<file path="src/fan_one_params.svh">
`ifndef FAN_ONE_PARAMS_SVH
`define FAN_ONE_PARAMS_SVH
// register addresses
`define FAN_ONE_SOURCE_BINDING_ADDR 8'hc8
`define FAN_ONE_OVERRIDE_AND_LOCK_ADDR 8'hc9
`define FAN_ONE_SPINUP_CONFIG_ADDR 8'hca
// reset values
`define FAN_ONE_SOURCE_BINDING_RESET 8'h00
`define FAN_ONE_OVERRIDE_AND_LOCK_RESET 8'h00
`define FAN_ONE_SPINUP_CONFIG_RESET 8'h00
// field positions in the override and lock register
`define MANUAL_DUTY_ENABLE_BIT 0
`define OUTPUT_POLARITY_INVERT_BIT 1
`define HOT_LOCK_ENABLE_BIT 2
`define HOT_FULL_SPEED_LOCK_FLAG_BIT 3
// field positions in the binding register
`define PROC_HOT_ONE_BIND_BIT 4
`define PROC_HOT_TWO_BIND_BIT 5
// full-scale duty code and pwm frame
`define DUTY_CODE_FULL 4'hf
`define PWM_FRAME_STEPS 4'hf
// clock and spin-up time base
`define CLOCK_MHZ 125
`define SPINUP_UNIT_MS 50
`define SPINUP_UNIT_CYCLES (`SPINUP_UNIT_MS * 1000 * `CLOCK_MHZ)
`endif

</file>
<file path="src/fan_one_pkg.sv">
package fan_one_pkg;
  // spin-up sequencer states
  typedef enum logic [1:0] {
    st_idle = 2'b00,
    st_spin = 2'b01
  } spin_state_type;
  typedef logic [3:0] duty_code_type;
  typedef logic [7:0] reg_byte_type;
endpackage : fan_one_pkg

</file>
<file path="src/fan_one_pwm.sv">
`timescale 1ns/1ps
`default_nettype none
`include "fan_one_params.svh"
// What this block does
// - binding bits 0..3 attach the fan output to lookup zones one to four
// - binding bits 4 and 5 attach processor-hot inputs one and two
// - binding bits 6 and 7 attach regulator-hot inputs one and two
// - zones request duty via table lookup; hot inputs via ramp functions
// - with several sources bound, the largest requested duty is driven
// - control bit 0 enables manual override using the override duty field
// - polarity bit 1 zero gives full duty high; one gives full duty low
// - with lock enable set a bound processor-hot event sets the lock flag
// - lock flag holds full duty until software writes zero to it
// - the lock flag ignores the global configuration write-lock
// - four-bit override code in bits 7:4 picks one of 16 duties
// - reading the override field returns the duty actually in use
// - during spin-up the override field reads as zero
// - spin-up duty code in bits 3:0; zero disables spin-up
// - spin-up starts whenever duty goes from zero to non-zero
// - duration code is bit 4 as msb and bits 7:5 as lsbs
// - duration codes map to 0, 100 ms up to 4 s, then 6 s to 20 s
module fan_one_pwm #(
  parameter int unsigned SPINUP_UNIT_CYCLES = `SPINUP_UNIT_CYCLES
) (
  // clock and reset
  input wire logic clock,
  input wire logic sys_rst,
  // register port
  input wire logic reg_write,
  input wire fan_one_pkg::reg_byte_type reg_addr,
  input wire fan_one_pkg::reg_byte_type reg_wdata,
  output logic [7:0] reg_rdata,
  input wire logic config_write_lock,
  // duty requests from lookup zones and ramps
  input wire fan_one_pkg::duty_code_type lookup_zone_duty [4],
  input wire fan_one_pkg::duty_code_type proc_hot_ramp_duty [2],
  input wire fan_one_pkg::duty_code_type regulator_hot_ramp_duty [2],
  // hot event inputs
  input wire logic processor_one_hot_input,
  input wire logic processor_two_hot_input,
  input wire logic regulator_one_hot_input,
  input wire logic regulator_two_hot_input,
  // fan drive
  output logic first_fan_output,
  output logic spinup_active,
  output fan_one_pkg::duty_code_type duty_in_use
);
  import fan_one_pkg::*;

  reg_byte_type binding_q;
  reg_byte_type override_q;
  reg_byte_type spinup_q;
  logic lock_flag_q;
  spin_state_type spin_state_q;
  logic [31:0] unit_count_q;
  logic [8:0] units_left_q;
  duty_code_type arb_duty;
  duty_code_type duty_d;
  duty_code_type duty_q;
  duty_code_type last_arb_q;
  logic [3:0] spinup_duration_code;
  logic [8:0] spinup_units;
  logic proc_hot_event;
  logic [3:0] pwm_step_q;
  logic wr_bind;
  logic wr_ovr;
  logic wr_spin;

  assign wr_bind = reg_write && reg_addr == `FAN_ONE_SOURCE_BINDING_ADDR && !config_write_lock;
  assign wr_ovr = reg_write && reg_addr == `FAN_ONE_OVERRIDE_AND_LOCK_ADDR;
  assign wr_spin = reg_write && reg_addr == `FAN_ONE_SPINUP_CONFIG_ADDR && !config_write_lock;

  // binding register
  always_ff @(posedge clock) begin
    if (sys_rst) begin
      binding_q <= `FAN_ONE_SOURCE_BINDING_RESET;
    end else if (wr_bind) begin
      binding_q <= reg_wdata;
    end
  end

  // override and control bits, write-lock protected
  always_ff @(posedge clock) begin
    if (sys_rst) begin
      override_q <= `FAN_ONE_OVERRIDE_AND_LOCK_RESET;
    end else if (wr_ovr && !config_write_lock) begin
      override_q <= reg_wdata;
    end
  end

  // spin-up configuration
  always_ff @(posedge clock) begin
    if (sys_rst) begin
      spinup_q <= `FAN_ONE_SPINUP_CONFIG_RESET;
    end else if (wr_spin) begin
      spinup_q <= reg_wdata;
    end
  end

  // bound processor-hot event
  assign proc_hot_event = (binding_q[`PROC_HOT_ONE_BIND_BIT] && processor_one_hot_input) ||
                          (binding_q[`PROC_HOT_TWO_BIND_BIT] && processor_two_hot_input);

  // lock flag: set wins over the zero write, write-lock not applied
  always_ff @(posedge clock) begin
    if (sys_rst) begin
      lock_flag_q <= 1'b0;
    end else if (override_q[`HOT_LOCK_ENABLE_BIT] && proc_hot_event) begin
      lock_flag_q <= 1'b1;
    end else if (wr_ovr && !reg_wdata[`HOT_FULL_SPEED_LOCK_FLAG_BIT]) begin
      lock_flag_q <= 1'b0;
    end
  end

  // largest request over bound sources, override and lock
  always_comb begin
    arb_duty = 4'h0;
    for (int i = 0; i < 4; i++) begin
      if (binding_q[i] && lookup_zone_duty[i] > arb_duty) begin
        arb_duty = lookup_zone_duty[i];
      end
    end
    for (int i = 0; i < 2; i++) begin
      if (binding_q[4 + i] && proc_hot_ramp_duty[i] > arb_duty) begin
        arb_duty = proc_hot_ramp_duty[i];
      end
      if (binding_q[6 + i] && regulator_hot_ramp_duty[i] > arb_duty) begin
        arb_duty = regulator_hot_ramp_duty[i];
      end
    end
    if (override_q[`MANUAL_DUTY_ENABLE_BIT] && override_q[7:4] > arb_duty) begin
      arb_duty = override_q[7:4];
    end
    if (lock_flag_q) begin
      arb_duty = `DUTY_CODE_FULL;
    end
  end

  // duration code assembly and unit lookup, units of 50 ms
  assign spinup_duration_code = {spinup_q[4], spinup_q[7:5]};
  always_comb begin
    case (spinup_duration_code)
      4'h0: spinup_units = 9'd0;
      4'h1: spinup_units = 9'd2;
      4'h2: spinup_units = 9'd5;
      4'h3: spinup_units = 9'd8;
      4'h4: spinup_units = 9'd14;
      4'h5: spinup_units = 9'd20;
      4'h6: spinup_units = 9'd40;
      4'h7: spinup_units = 9'd80;
      default: spinup_units = 9'(({5'd0, spinup_duration_code} - 9'd5) * 9'd40);
    endcase
  end

  // previous arbitrated duty for zero-to-nonzero detection
  always_ff @(posedge clock) begin
    if (sys_rst) begin
      last_arb_q <= 4'h0;
    end else begin
      last_arb_q <= arb_duty;
    end
  end

  // spin-up sequencer
  always_ff @(posedge clock) begin
    if (sys_rst) begin
      spin_state_q <= st_idle;
      unit_count_q <= 32'h0;
      units_left_q <= 9'h0;
    end else begin
      case (spin_state_q)
        st_idle: begin
          if (last_arb_q == 4'h0 && arb_duty != 4'h0 && spinup_q[3:0] != 4'h0
              && spinup_units != 9'd0) begin
            spin_state_q <= st_spin;
            units_left_q <= spinup_units;
            unit_count_q <= 32'h0;
          end
        end
        st_spin: begin
          if (unit_count_q == SPINUP_UNIT_CYCLES - 1) begin
            unit_count_q <= 32'h0;
            if (units_left_q == 9'd1) begin
              spin_state_q <= st_idle;
            end
            units_left_q <= units_left_q - 9'd1;
          end else begin
            unit_count_q <= unit_count_q + 32'h1;
          end
        end
        default: spin_state_q <= st_idle;
      endcase
    end
  end
  assign spinup_active = spin_state_q == st_spin;

  // duty in use: spin-up duty during spin-up, else arbitrated duty
  always_comb begin
    duty_d = spinup_active ? spinup_q[3:0] : arb_duty;
  end
  always_ff @(posedge clock) begin
    if (sys_rst) begin
      duty_q <= 4'h0;
    end else begin
      duty_q <= duty_d;
    end
  end
  assign duty_in_use = duty_q;

  // pwm frame counter, 15 steps
  always_ff @(posedge clock) begin
    if (sys_rst) begin
      pwm_step_q <= 4'h0;
    end else if (pwm_step_q == `PWM_FRAME_STEPS - 4'h1) begin
      pwm_step_q <= 4'h0;
    end else begin
      pwm_step_q <= pwm_step_q + 4'h1;
    end
  end

  // output with polarity; code 15 is continuously on
  always_ff @(posedge clock) begin
    if (sys_rst) begin
      first_fan_output <= 1'b0;
    end else begin
      first_fan_output <= (pwm_step_q < duty_q) ^ override_q[`OUTPUT_POLARITY_INVERT_BIT];
    end
  end

  // readback
  always_comb begin
    case (reg_addr)
      `FAN_ONE_SOURCE_BINDING_ADDR: reg_rdata = binding_q;
      `FAN_ONE_OVERRIDE_AND_LOCK_ADDR: reg_rdata = {spinup_active ? 4'h0 : duty_q,
        lock_flag_q, override_q[2:0]};
      `FAN_ONE_SPINUP_CONFIG_ADDR: reg_rdata = spinup_q;
      default: reg_rdata = 8'h00;
    endcase
  end
endmodule : fan_one_pwm
`default_nettype wire

</file>
<file path="config.mk">
export PLATFORM = sky130hd
export DESIGN_NAME = fan_one_pwm
export DESIGN_NICKNAME = d
export VERILOG_FILES = /design/src/fan_one_pkg.sv /design/src/fan_one_pwm.sv
export VERILOG_INCLUDE_DIRS = /design/src
export SDC_FILE = /design/constraint.sdc
export NUM_CORES = 1
export LEC_CHECK = 0
export BUFFER_PORTS_ARGS = -buffer_cell sky130_fd_sc_hd__buf_2
export CAP_MARGIN = 20
export CORE_MARGIN = 5
export CORE_UTILIZATION = 50
export CTS_BUF_LIST = sky130_fd_sc_hd__clkbuf_8
export DETAILED_ROUTE_END_ITERATION = 7
export PLACE_DENSITY = 0.73
export SLEW_MARGIN = 5
export SYNTH_ARGS = -nofsm -noshare
export SYNTH_HDL_FRONTEND = slang
export SYNTH_SLANG_ARGS = --single-unit
</file>
<file path="constraint.sdc">
create_clock -name clock -period 15.8 [get_ports clock]
set_input_delay 3.16 -clock clock [delete_from_list [all_inputs] [get_ports clock]]
set_output_delay 3.16 -clock clock [all_outputs]
set_load 0.02 [all_outputs]
</file>
==> summary.txt <==
Synthesis
  • Unique masters post-synth: 84
  • Syn_nets: approximately 840
  • Area share of the largest cell type after synthesis: 0.260
  • Post-synth top cells: 79 x dfxtp_1, 79 x nor2_1, 59 x nand2_1, 50 x inv_1, 39 x mux2i_1
  • Top cells by area, synth: dfxtp_1 26%, ha_1 7.6%, mux2i_1 6.4%
  • Cell Area, Synth: between 6000 and 7000 sq um
  • Avg Inst Size Synth: between 8 and 9 sq um
  • Sequential fraction of the synthesis area: 0.260
  • FF+latch count, synth: around 80
  • Cell taking the most area after synthesis: dfxtp_1
  • Post-synth EDFFs: 0
  • Synth warn: 0
  • Cells after Synth: between 700 and 800
  • Ys flop type: dfxtp_1
  • Asr flop ratio synth: 0

GRT
  • Grt ovf: 0
  • First-pass GRT wire length: about 29 mm
  • Initial antenna violation count: 1
  • Tot GR Track Use: 0.239
  • Largest net degree at the start of global routing: 72
  • Vias in the first global route: around 6000

Floorplan
  • Die Height: 120 um
  • Die Area: between 10000 and 15000 sq um
  • Num ports: 70
  • Starting Density: 0.508
  • Horiz. Die Dim: 120 um
  • Core area: between 10000 and 15000 sq um
  • FP Rows: 40

Setup path
  • Critical path peak fanout: 8
  • CP arrival: 16.06 ns
  • CP required: approximately 16 ns
  • Critical Path Max Stage Delay: about 0.45 ns
  • Crit end category: flip-flop
  • Critical path type: primary input to flip-flop
  • Element type at the critical path start: primary input
  • Critical Path Slowest Stage Cell: or4_4

Timing
  • Setup violations, final: 1
  • Rel. slew slack: 0.370
  • Clk_skew: 0.00909 ns
  • Final setup margin: -0.00914 ns
  • Fin crit share: 1.00
  • Worst Tran Pin Value: between 0.9 and 1 ns
  • Final hold vios: 0
  • RSZ-0062 raised after global routing: true
  • Slew Limit Fails: 0
  • Final TNS setup: -0.00914 ns
  • Crit path time final: between 15 and 20 ns
  • Min Hold Slack: approximately 0.50 ns
  • F_max: roughly 63 MHz

Finish
  • Final Util: 0.680
  • Non-filler cells in the finished layout: ~1000
  • Post-route cell area: 8130 sq um
  • Area of the multi-input gates: approximately 4800 sq um
  • Filler cells: ~940
  • Nets: 985
  • Area growth, synth to finish: 33.8%
  • Sequential Area: roughly 1600 sq um
  • Fraction of layout instances using a drive strength above 1: 0.333

CTS
  • Clk sinks: ~80
  • Clock root buffer: clkbuf_8
  • Clock Tree Buf Depth: 2
  • Clock-pin slew on the worst setup and hold paths: roughly 0.08 ns
  • H-tree Lvls: 3
  • CTS tree: built
  • Clock latency on the worst-skew pair: between 0.3 and 0.4 ns
  • Inserted Clock Buffers: 9
  • CTS Hold Bufs: 0

Drt
  • Drt via density: 6.14
  • Vias: around 6400
  • DR WL/cell: between 15 and 20 um
  • Remaining DRCs: 0
  • ANT nets after route: 0
  • DR iter-0 viols: just over 700
  • Total wire length: 18.9 mm
  • Router iterations before antenna repair: 5

Place
  • Port Buffers: between 60 and 70
  • Placement-stage cell area: between 6000 and 7000 sq um
  • Dpl hpwl: roughly 13 mm
  • Routability Congestion: 0.911
  • Placed insts: roughly 1000

Status
  • Status: finished, violations left
  • Failing checks: negative setup slack

Flow run
  • Max-cap violations: 0

Power
  • Peak VDD IR: between 0.00004 and 0.00005 V
  • Power Dens Cells: between 50 and 60 nW/um^2
  • Static leakage: 0.00335 uW

Min path
  • Worst min-delay path class: flip-flop to flip-flop
==> cell type report <==
class                   instances  area share
repair buffers                163       0.140
multi-input cells             589       0.590
inverters                      50      0.0237
well taps                     147      0.0226
clock inverters                 5     0.00985
clock buffers                  11      0.0186
diodes                          1    0.000308
flip-flops and latches         79       0.195
==> path summary, 6_finish.rpt <==
path                              from               to  slack [ns]  cells past startpoint
setup / recovery  lookup_zone_duty[13]  unit_count_q[5]      -0.009                     64
hold / removal           pwm_step_q[0]    pwm_step_q[0]        0.50                      1
setup reg to reg          binding_q[0]  unit_count_q[5]        2.31                     63
hold reg to reg          pwm_step_q[0]    pwm_step_q[0]        0.50                      1
==> per-stage QoR <==
stage	setup WS, ns	power [uW]
2_1_floorplan	0.00663	224
3_3_place_gp	-0.523	241
3_5_place_dp	-0.944	242
4_1_cts	0.00428	416
5_1_grt	-0.525	436
6_report	-0.00914	420
==> placed cells by master (no fill, tap or decap), types with 6 or more instances in the layout <==
cell      synthesis  routed
nor4_1            6       6
nand2_2           0       6
and3_1           18      17
nor2_1           79      75
o21ai_0          32      26
mux2i_1          39      38
mux2_4            0      12
ha_4              0      14
ha_1             37      22
xnor2_1          14      14
nand3_1          20      16
a211oi_1          7       6
nor3_1           20      19
a311oi_1         10       8
clkbuf_8          0      11
nand2_1          59      52
a311oi_2          9      11
a21o_1            6       6
nand2b_1          9       8
a31oi_1          14      11
dfxtp_1          79      79
buf_2             3      66
buf_4             0      88
nand4_1          13      13
inv_1            50      46
a21oi_1          37      34
nor2b_1          12      10
o21a_1            8       8
==> flip-flops by register name, indices dropped and copies added (netlist names) <==
register          count
unit_count_q         32
units_left_q          9
binding_q             8
spinup_q              8
override_q            7
duty_in_use           4
last_arb_q            4
pwm_step_q            4
first_fan_output      1
lock_flag_q           1
spin_state_q          1
==> critical path: cells and delay by family <==
kind / cells / cell delay [ns]
fa+ha+maj: 11 / 2.50
buf+inv: 7 / 0.80
mux: 9 / 2.76
simple gates: 18 / 3.15
compound gates: 19 / 3.64
==> cells by family (layout without fill, tap and decap cells) <==
family	Yosys count	in the layout	synth area share
AO/OA/AOI/OAI	198	198	0.251
AND/OR/NAND/NOR	275	275	0.226
multiplexers	56	56	0.0985
XOR/XNOR	19	19	0.0274
other	0	1	0
buffers and inverters	82	229	0.0538
flip-flops	79	79	0.260
adder cells (fa/ha/maj)	41	41	0.0830
==> layer usage <==
metal	up-vias	track usage	routed length, um
met2	239	0.421	9420
met3	38	0.0257	1100
met4	0	0.0729	395
met5	-	0	0
met1	3064	0.308	7980
li1	3071	-	-
==> report_power, final <==
part	leakage, uW	total [uW]	switching, uW	internal, uW
clock	0.000112	173	75.7	97.3
combinational	0.00261	46.4	25.3	21.0
sequential	0.000637	201	0.999	200
==> what timing repair did <==
item,in CTS,in global routing
endpoints found under the setup margin,42,49
gates resized for setup,55,69
buffers inserted,7,19
pin swaps,22,70
cloned,2,1
Note: power is estimated with default switching activity, not from simulation.
